## src/pwm_defines.vh

```
`ifndef PWM_DEFINES_VH
`define PWM_DEFINES_VH
`define CNT_W         16
`define MODE_W        3
`define MODE_STOP     3'h0
`define MODE_PWM1     3'h1
`define MODE_PWM2     3'h2
`define MODE_RSYNC    3'h3
`define MODE_COMP1    3'h4
`define MODE_COMP2    3'h5
`define MODE_COMP3    3'h6
`define CNT_RST       16'h0000
`define DT_RST        16'h0000
`define PERIOD_RST    16'hFFFF
`define CMP_RST       16'h0000
`endif

```

## src/dead_time_gen.v

```verilog
`timescale 1ns/10ps
`include "pwm_defines.vh"
module dead_time_gen (
  input  wire                clk,
  input  wire                rst_sync_n,
  input  wire                enable,
  input  wire [`CNT_W-1:0]   dead_time,
  input  wire                raw,
  output reg                 pos_r,
  output reg                 neg_r
);
  reg              raw_r;
  reg [`CNT_W-1:0] dt_cnt_r;
  // One shared delay serves both edges of the pair.
  always @(posedge clk or negedge rst_sync_n) begin
    if (!rst_sync_n) begin
      raw_r    <= 1'b0;
      dt_cnt_r <= `CNT_RST;
      pos_r    <= 1'b0;
      neg_r    <= 1'b0;
    end else begin
      raw_r <= raw;
      if (!enable) begin
        dt_cnt_r <= `CNT_RST;
        pos_r    <= raw;
        neg_r    <= ~raw;
      end else if (raw != raw_r) begin
        dt_cnt_r <= dead_time;
        pos_r    <= 1'b0;
        neg_r    <= 1'b0;
        if (dead_time == `CNT_RST) begin
          pos_r <= raw;
          neg_r <= ~raw;
        end
      end else if (dt_cnt_r > 16'h0001) begin
        dt_cnt_r <= dt_cnt_r - 16'h0001;
      end else begin
        dt_cnt_r <= `CNT_RST;
        pos_r    <= raw;
        neg_r    <= ~raw;
      end
    end
  end
endmodule

```

## src/pwm_timer.v

```verilog
`timescale 1ns/10ps
`include "pwm_defines.vh"
module pwm_timer (
  input  wire                clk,
  input  wire                rst_n,
  input  wire [`MODE_W-1:0]  mode,
  input  wire [`CNT_W-1:0]   period,
  input  wire [`CNT_W-1:0]   compare_value_register,
  input  wire [`CNT_W-1:0]   compare_buffer_register,
  input  wire [`CNT_W-1:0]   compare_double_buffer_register,
  input  wire                buffer_write,
  input  wire [`CNT_W-1:0]   dead_time,
  input  wire                pin_force_en,
  input  wire                pin_output_level_control,
  output reg  [`CNT_W-1:0]   count_r,
  output reg                 count_down_r,
  output reg                 crest_r,
  output reg                 trough_r,
  output reg                 pwm_r,
  output reg                 pwm_pos_r,
  output reg                 pwm_neg_r,
  output reg  [`CNT_W-1:0]   active_compare_r
);
  reg              rst_s1_r;
  reg              rst_sync_n;
  reg [`CNT_W-1:0] down_phase_temporary_register;
  reg [`CNT_W-1:0] up_phase_temporary_register;
  reg [`CNT_W-1:0] down_cmp_r;
  reg [`CNT_W-1:0] up_cmp_r;
  reg              comp_r;
  reg              raw_nxt;
  reg [`CNT_W-1:0] cmp_sel;
  reg [`CNT_W-1:0] count_nxt;
  reg              count_down_nxt;
  reg              crest_nxt;
  reg              trough_nxt;
  reg [`CNT_W-1:0] dead_time_r;
  wire             dt_pos;
  wire             dt_neg;

  function is_comp;
    input [`MODE_W-1:0] m;
    begin
      is_comp = (m == `MODE_COMP1) || (m == `MODE_COMP2) || (m == `MODE_COMP3);
    end
  endfunction

  // Steps down but never wraps below zero, even with a zero period.
  function [`CNT_W-1:0] step_down;
    input [`CNT_W-1:0] v;
    begin
      if (v == `CNT_RST) begin
        step_down = `CNT_RST;
      end else begin
        step_down = v - 16'h0001;
      end
    end
  endfunction

  function [`CNT_W-1:0] step_up;
    input [`CNT_W-1:0] v;
    begin
      step_up = v + 16'h0001;
    end
  endfunction

  always @(posedge clk or negedge rst_n) begin
    if (!rst_n) begin
      rst_s1_r   <= 1'b0;
      rst_sync_n <= 1'b0;
    end else begin
      rst_s1_r   <= 1'b1;
      rst_sync_n <= rst_s1_r;
    end
  end

  // Counter: sawtooth 0..period, or triangle 0..period..0.
  always @* begin
    count_nxt      = count_r;
    count_down_nxt = count_down_r;
    crest_nxt      = 1'b0;
    trough_nxt     = 1'b0;
    if (mode == `MODE_STOP) begin
      count_nxt      = `CNT_RST;
      count_down_nxt = 1'b0;
    end else if (is_comp(mode)) begin
      if (!count_down_r) begin
        if (count_r >= period) begin
          count_down_nxt = 1'b1;
          count_nxt      = step_down(count_r);
          crest_nxt      = 1'b1;
        end else begin
          count_nxt = step_up(count_r);
        end
      end else begin
        if (count_r == `CNT_RST) begin
          count_down_nxt = 1'b0;
          count_nxt      = step_up(count_r);
          trough_nxt     = 1'b1;
        end else begin
          count_nxt = step_down(count_r);
        end
      end
    end else begin
      count_down_nxt = 1'b0;
      if (count_r >= period) begin
        count_nxt  = `CNT_RST;
        trough_nxt = 1'b1;
      end else begin
        count_nxt = step_up(count_r);
      end
    end
  end

  always @(posedge clk or negedge rst_sync_n) begin
    if (!rst_sync_n) begin
      count_r      <= `CNT_RST;
      count_down_r <= 1'b0;
      crest_r      <= 1'b0;
      trough_r     <= 1'b0;
      comp_r       <= 1'b0;
    end else begin
      count_r      <= count_nxt;
      count_down_r <= count_down_nxt;
      crest_r      <= crest_nxt;
      trough_r     <= trough_nxt;
      comp_r       <= is_comp(mode);
    end
  end

  // Double buffer: buffer feeds down phase, double buffer feeds up phase.
  always @(posedge clk or negedge rst_sync_n) begin
    if (!rst_sync_n) begin
      down_phase_temporary_register <= `CMP_RST;
      up_phase_temporary_register   <= `CMP_RST;
      down_cmp_r                    <= `CMP_RST;
      up_cmp_r                      <= `CMP_RST;
    end else begin
      if (buffer_write) begin
        down_phase_temporary_register <= compare_buffer_register;
        up_phase_temporary_register   <= compare_double_buffer_register;
      end
      if (mode == `MODE_COMP3) begin
        if (crest_nxt) begin
          down_cmp_r <= down_phase_temporary_register;
        end
        if (trough_nxt) begin
          up_cmp_r <= up_phase_temporary_register;
        end
      end else begin
        down_cmp_r <= compare_value_register;
        up_cmp_r   <= compare_value_register;
      end
    end
  end

  always @* begin
    cmp_sel = count_down_r ? down_cmp_r : up_cmp_r;
    raw_nxt = 1'b0;
    if (mode == `MODE_STOP) begin
      raw_nxt = 1'b0;
    end else if (is_comp(mode)) begin
      if (cmp_sel == `CMP_RST) begin
        raw_nxt = 1'b1;
      end else if (cmp_sel >= period) begin
        raw_nxt = 1'b0;
      end else begin
        raw_nxt = (count_r >= cmp_sel);
      end
    end else if (compare_value_register > period) begin
      raw_nxt = 1'b0;
    end else if (compare_value_register == period) begin
      raw_nxt = 1'b1;
    end else begin
      raw_nxt = (count_r < compare_value_register);
    end
    if (pin_force_en) begin
      raw_nxt = pin_output_level_control;
    end
  end

  always @(posedge clk or negedge rst_sync_n) begin
    if (!rst_sync_n) begin
      pwm_r            <= 1'b0;
      pwm_pos_r        <= 1'b0;
      pwm_neg_r        <= 1'b0;
      active_compare_r <= `CMP_RST;
    end else begin
      pwm_r            <= raw_nxt;
      pwm_pos_r        <= dt_pos;
      pwm_neg_r        <= dt_neg;
      active_compare_r <= cmp_sel;
    end
  end

  // Dead time is taken only while stopped, so a running pair never sees it move.
  always @(posedge clk or negedge rst_sync_n) begin
    if (!rst_sync_n) begin
      dead_time_r <= `DT_RST;
    end else if (mode == `MODE_STOP) begin
      dead_time_r <= dead_time;
    end
  end

  // Dead time applies only in complementary modes.
  dead_time_gen u_dt (
    .clk        (clk),
    .rst_sync_n (rst_sync_n),
    .enable     (comp_r),
    .dead_time  (dead_time_r),
    .raw        (pwm_r),
    .pos_r      (dt_pos),
    .neg_r      (dt_neg)
  );
endmodule

```

## config.mk

```make
export PLATFORM = sky130hd
export DESIGN_NAME = pwm_timer
export DESIGN_NICKNAME = d
export VERILOG_FILES = /design/src/dead_time_gen.v /design/src/pwm_timer.v
export VERILOG_INCLUDE_DIRS = /design/src
export SDC_FILE = /design/constraint.sdc
export NUM_CORES = 1
export LEC_CHECK = 0
export BUFFER_PORTS_ARGS = -buffer_cell sky130_fd_sc_hd__buf_2
export CAP_MARGIN = 40
export CELL_PAD_IN_SITES_DETAIL_PLACEMENT = 0
export CELL_PAD_IN_SITES_GLOBAL_PLACEMENT = 1
export CORE_MARGIN = 2
export CORE_UTILIZATION = 40
export DETAILED_ROUTE_END_ITERATION = 10
export HOLD_SLACK_MARGIN = 0.02
export MAX_ROUTING_LAYER = met4
export PLACE_DENSITY_LB_ADDON = 0.1
export SYNTH_ARGS = -nofsm -noshare
export SYNTH_HDL_FRONTEND = slang
export SYNTH_SLANG_ARGS = --single-unit
```

## constraint.sdc

```tcl
create_clock -name clk -period 4.4 [get_ports clk]
set_clock_uncertainty 0.15 [all_clocks]
set_input_delay 0 -clock clk [delete_from_list [all_inputs] [get_ports clk]]
set_output_delay 0 -clock clk [all_outputs]
set_load 0.05 [all_outputs]
```

==> qor.txt, run 1 <==
====================================================================================
Flip-flop and latch count after synthesis                                        140
Number of enable-type register cells in the synthesized netlist                    0
Tmin final                                                                   3390 ps
1st-iter DRT viols                                                               352
Aggregate negative setup slack                                                  0 ps
Row count                                                                         53
Layout cells sized above 1                                                     20.4%
Count of cell types in the netlist                                                66
NetSw                                                                        1590 uW
First-pass iteration count of the detailed router                                  5
Antenna Cells                                                                      0
Number of global-route vias before repair                                      7,566
Latest clock arrival within the worst-skew pair                               420 ps
Floorplan die width                                                           150 um
Number of placed I/O pins                                                        126
Wire per inst                                                                18.4 um
Hold Crit Class                                                               in2reg
Mapped Area                                                              0.00848 mm2
Highest-count cells in the layout ignoring fill and taps                139 x dfrtp_1, 126 x buf_2, 87 x dlygate4sd3_1
Clock transition at the registers of the reported paths                        70 ps
Maximum clock path buffer count                                                    2
Clock root cell                                                            clkbuf_16
Synth Flop Type                                                              dfrtp_1
Aggregate routed wire length                                                 25.4 mm
Remaining antenna violation count                                                  0
Power density relative to cell area                                       406 mW/mm2
Final global-route overflow total                                                  0
Launching element type of the critical path                                 register
Actual slew at the worst max-slew pin                                         798 ps
Hold path startpoint                                                    buffer_write
Worst VDD drop                                                            0.000231 V
Sink Count                                                                       140
Total Nets Final                                                               1,264
Max capacitance violation total                                                    0
Global-route usage over all layers                                             24.2%
Unrepaired setup endpoints after global routing                                false
Number of buffer cells added on primary ports                                    125
Worst slew slack as a fraction of its limit                                    46.3%
Required time reported for the critical path endpoint                        4610 ps
Layout area overhead                                                           28.9%
Number of warnings printed during yosys synthesis                                  0
Clock H-tree levels                                                                4
Most common cell after layout, fill and taps aside                           dfrtp_1
Initial core utilization                                                       40.6%
Buffers inserted by post-CTS timing repair                                         0
Wire length of the first global-routing pass                                 40.6 mm
Type of element capturing the critical path                                 register
Timing-limited maximum frequency                                             295 MHz
Share of total power in combinational logic                                    28.6%
Count of mapped cells out of synthesis                                           889
Routed via count                                                               7,495
Type of the worst setup path                                                 reg2reg
Sequential fraction of design power                                            37.6%
Clock tree from TritonCTS                                                      built
Maximum single-stage delay on the critical path                               560 ps
Critical register-to-register path startpoint                           count_down_r
Switching Share                                                                35.8%
Peak fanout along the critical path                                               20
HPWL Detailed                                                                18.4 mm
Area enclosed by the die boundary                                         0.0224 mm2
Result of the run                                                          completed
DRC violation count after routing                                                  0
Number of antenna violations at the first check in global routing                  0
Static Leakage                                                            0.00511 uW
Number of pins with negative max-slew slack in the final report                    0
Number of failing setup endpoints in the final timing report                       0
Critical Path, Cell by Cell                                             buf_16 -> mux2i_1 -> inv_1 -> ha_1 -> a21o_1 -> a31oi_1 -> o21ai_0 -> a221oi_1 -> o211ai_1 -> a32oi_1 -> dlygate4sd3_1
Share of flip-flops with an asynchronous set or reset after synthesis           100%
Final weighted congestion of routability-driven global placement               0.845
Hold violation total from the final report                                         0
Vert. Die Dim                                                                 150 um
Share of power burned in the clock network                                     33.7%
Cell with the largest stage delay on the worst path                     dlygate4sd3_1
Internal power                                                               2850 uW
Worst setup path startpoint                                             count_down_r
Routed vias/inst                                                                5.43
Final worst path period share                                                  77.1%
Arrival time of data at the critical path endpoint                           3600 ps
Average instance area after synthesis                                       9.54 um2
Worst slack at placement                                                     1550 ps
Share of the yosys chip area belonging to registers                            41.3%
Standard cell core area                                                   0.0209 mm2
Total of cells resized after clock tree synthesis                                  0
TritonCTS Buffers                                                                 17
Largest net degree at the start of global routing                                 81
Synth Net Count                                                                1,061
Min setup slack post-route                                                   1010 ps
====================================================================================
logic make-up (layout without fill, tap and decap cells):
logic type | Yosys count | after routing | synth area share [%]
other | 1 | 1 | 0.0442
xor gates and xnor gates | 14 | 14 | 1.45
muxes | 48 | 48 | 6.17
DFF | 140 | 140 | 41.3
buffers and inverters | 113 | 329 | 5.61
adders and majority gates | 84 | 84 | 12.4
and+or+nand+nor | 293 | 293 | 17.6
AOI/OAI and AO/OA | 196 | 196 | 15.4
power groups by stage:
stage               combinational [uW]  clock [uW]  sequential (uW)
detailed placement                1210           0             1690
global route                      1410        1590             1700
CTS                               1280        1530             1670
floorplan                          776           0             1770
finish                            1270        1500             1670
global placement                  1200           0             1690
final timing paths:
kind                       cells past startpoint  slack [ps]                          endpoint
setup / recovery                              11        1010                             pwm_r
hold / removal                                 2         100  down_phase_temporary_register[1]
setup reg to reg                              11        1010                             pwm_r
hold reg to reg                                0         200                        rst_sync_n
max in group asynchronous                      1        2940                        count_r[0]
min in group asynchronous                      0         250                          trough_r
layer usage:
| layer | vias up | wire length, um | global-route usage [%] |
|---|---|---|---|
| met5 | - | 0 | - |
| met4 | 0 | 366 | 7.05 |
| met3 | 24 | 789 | 3.17 |
| met2 | 151 | 12600 | 39.5 |
| met1 | 3664 | 11700 | 31.5 |
| li1 | 3656 | - | - |
registers in the layout, indices dropped and copies added, names as in the netlist, 16 cells and up:
register                       count
active_compare_r                  16
count_r                           16
dead_time_r                       16
down_cmp_r                        16
down_phase_temporary_register     16
u_dt.dt_cnt_r                     16
up_cmp_r                          16
up_phase_temporary_register       16
timing repair:
action	in CTS	in global routing
endpoints found under the setup margin	0	0
hold buffers	87	0
endpoints found under the hold margin	88	0
cell type report:
class / count / area, um2
Inverter: 63 / 236
Sequential cell: 140 / 3510
Clock inverter: 14 / 179
Fill cell: 1930 / 9960
Multi-Input combinational cell: 636 / 4500
Tap cell: 275 / 344
Timing Repair Buffer: 234 / 1730
Clock buffer: 18 / 429
critical path: cells and delay by family (launching register included):
kind                       cells  cell delay (ps)
adders and majority gates      1              310
DFF                            1              530
AOI/OAI and AO/OA              6             1050
muxes                          1              380
buffers and inverters          3              900
synth_stat cells (all sizes together), types with 24 or more instances:
cell | count | area (um2)
ha | 84 | 1050
a21oi | 43 | 215
nor2 | 63 | 239
o211ai | 27 | 203
nor4 | 27 | 184
nand3 | 26 | 135
nand4 | 24 | 150
o21ai | 29 | 149
clkbuf | 26 | 97.6
inv | 63 | 236
nand2 | 83 | 312
dfrtp | 140 | 3500
buf | 24 | 141
mux2 | 34 | 383
through the flow:
| stage | instance area [um2] | power [uW] | util (%) | hold slack [ps] | std cells |
|---|---|---|---|---|---|
| 2_1_floorplan | 8480 | 2540 | - | -446 | 889 |
| 3_3_place_gp | 9350 | 2890 | 44.8 | -364 | 1255 |
| 3_5_place_dp | 9450 | 2910 | 45.2 | -362 | 1261 |
| 4_1_cts | 10900 | 4480 | 52.3 | 98.9 | 1380 |
| 5_1_grt | 10900 | 4700 | 52.3 | 122 | 1380 |
| 6_report | 10900 | 4440 | 52.3 | 100 | 1380 |
No activity file was read; power rests on OpenSTA's default activity.
==> inputs of run 2 (changes only) <==
==> constraint.sdc (replaced) <==
create_clock -name clk -period 3.3 [get_ports clk]
set_clock_uncertainty 0.15 [all_clocks]
set_input_delay 0 -clock clk [delete_from_list [all_inputs] [get_ports clk]]
set_output_delay 0 -clock clk [all_outputs]
set_load 0.05 [all_outputs]
==> run 2 against run 1 <==
First-iteration DRC count is 2.0% lower. Clock power is 34% higher. Via count is 1.3% higher. Maximum frequency is 17% higher. Routed wire length is 1.3% higher. Critical endpoint unchanged. Highest routed layer unchanged.
==> qor.txt, run 2 (synthesized netlist as in run 1, its figures left out) <==
================================================================================
Total Nets Final                                                           1,282   +1.4%
Worst slack at placement                                                  417 ps   -1130 ps
Clock H-tree levels                                                            4   unchanged
Number of cells on the worst hold path                                         2   unchanged
Aggregate negative setup slack                                              0 ps   unchanged
Highest-count cells in the layout ignoring fill and taps            139 x dfrtp_1, 125 x buf_2, 89 x dlygate4sd3_1
DRC violation count after routing                                              0   unchanged
Actual slew at the worst max-slew pin                                     766 ps   -32.1 ps
Critical register-to-register path startpoint                       count_down_r
Aggregate routed wire length                                             25.7 mm   +1.3%
Timing-limited maximum frequency                                         344 MHz   +17%
Type of the worst setup path                                             reg2reg
Final worst path period share                                              88.1%   +11 points
Number of placed I/O pins                                                    126   unchanged
Remaining antenna violation count                                              0   unchanged
Layout area overhead                                                       30.6%
Hold Crit Class                                                           in2reg
Number of pins with negative max-slew slack in the final report                0   unchanged
Util after Layout                                                          53.0%   +0.66 points
Peak fanout along the critical path                                           15   -25%
Antenna Cells                                                                  0   unchanged
Final hold slack                                                         85.6 ps   -14.6 ps
Routed via count                                                           7,590   +1.3%
Row count                                                                     53   unchanged
Worst slew slack as a fraction of its limit                                48.9%   +2.6 points
Critical R2R Capture                                                       pwm_r
Clock tree from TritonCTS                                                  built
Floorplan die width                                                       150 um   unchanged
Final global-route overflow total                                              0   unchanged
Layout cells sized above 1                                                 21.4%   +1.0 points
Count of non-filler cells in the finished layout                           1,398   +1.3%
TritonCTS Buffers                                                             17   unchanged
Global-route usage over all layers                                         24.6%   +0.40 points
Area enclosed by the die boundary                                     0.0224 mm2   unchanged
Maximum clock path buffer count                                                2   unchanged
Most common cell after layout, fill and taps aside                       dfrtp_1
HPWL Detailed                                                            19.0 mm   +3.2%
Tmin final                                                               2910 ps   -485 ps
Min setup slack post-route                                                391 ps   -615 ps
Number of failing setup endpoints in the final timing report                   0   unchanged
Worst VDD drop                                                        0.000315 V   +36%
Final weighted congestion of routability-driven global placement           0.897   +6.1%
Hold violation total from the final report                                     0   unchanged
First-pass iteration count of the detailed router                              5   unchanged
Largest net degree at the start of global routing                             76   -6.2%
Number of global-route vias before repair                                  7,561   -0.066%
Type of element capturing the critical path                             register
Max capacitance violation total                                                0   unchanged
Hold path startpoint                                                buffer_write
Vert. Die Dim                                                             150 um   unchanged
Number of antenna violations at the first check in global routing              0   unchanged
Arrival time of data at the critical path endpoint                       3100 ps   -500 ps
Power density relative to cell area                                   542 mW/mm2   +33%
Initial core utilization                                                   40.6%   unchanged
Wire length of the first global-routing pass                             41.3 mm   +1.6%
Required time reported for the critical path endpoint                    3490 ps   -1120 ps
FF-to-FF path depth                                                            9   -2
Clock root cell                                                        clkbuf_16
Static Leakage                                                        0.00519 uW   +1.6%
Reg-to-reg setup timing slack                                             390 ps   -620 ps
Standard cell core area                                               0.0209 mm2   unchanged
Wire per inst                                                            18.4 um   about the same
Launching element type of the critical path                             register
Unrepaired setup endpoints after global routing                            false
Clock transition at the registers of the reported paths                    80 ps   about the same
Result of the run                                                      completed
Latest clock arrival within the worst-skew pair                           440 ps   +20 ps
End of the worst hold path                                          down_phase_temporary_register[0]
Routed vias/inst                                                            5.43   about the same
Sink Count                                                                   140   unchanged
1st-iter DRT viols                                                           345   -2.0%
Placed Cells                                                               1,277   +1.3%
Number of buffer cells added on primary ports                                125   unchanged
================================================================================
==> run 2: cell types whose count changed in the layout (fill, tap and decap cells not counted), moves of 2 or more <==
cell and delta:
clkinv_4 -2, dlygate4sd3_1 +2, buf_4 +16, buf_8 +2
==> run 2: routing by layer <==
layer | global-route usage (%) | up-vias | wire length, um
li1 | - | 3690 | -
met1 | 32.2 | 3713 | 11800
met2 | 39.7 | 156 | 12500
met3 | 4.12 | 31 | 956
met4 | 6.29 | 0 | 441
met5 | - | - | 0
==> run 2: worst max-delay path, stage by stage, from the launching register on <==
cell and delay (ps):
dfrtp_1 620, buf_4 340, mux2_2 410, inv_1 70, ha_1 110, nand4_1 140, or4_1 530, o21ai_0 170
o211ai_1 110, a32oi_1 170
==> run 2: how the worst max path moves through the flow <==
stage	endpoint	start	cells past startpoint	slack (ps)
floorplan	pwm_r	count_down_r	11	50
global placement	pwm_r	count_down_r	9	430
detailed placement	pwm_r	count_down_r	9	420
CTS	pwm_r	count_down_r	9	390
global route	pwm_r	count_down_r	8	120
finish	pwm_r	count_down_r	9	390
==> run 2: what timing repair did <==
item / 4_1_cts / 5_1_grt
setup buffers: 0 / 0
gates resized for setup: 0 / 0
hold buffers: 89 / 0
setup endpoints to repair: 0 / 0
endpoints found under the hold margin: 87 / 0
==> run 2: per-stage QoR <==
step           total power [uW]  cell area (um2)
2_1_floorplan              3390             8480
3_3_place_gp               3910             9490
3_5_place_dp               3930             9580
4_1_cts                    6040            11100
5_1_grt                    6360            11100
6_report                   5990            11100
==> run 2: final cells by class <==
type / instances / area, um2
Inverter: 63 / 236
Clock inverter: 14 / 173
Fill cell: 1950 / 9820
Sequential cell: 140 / 3510
Timing Repair Buffer: 252 / 1880
Clock buffer: 18 / 429
Multi-Input combinational cell: 636 / 4500
Tap cell: 275 / 344
==> run 2: power breakdown <==
part / switching [uW] / internal, uW
logic: 1100 / 743
registers: 195 / 1950
clock network: 863 / 1150
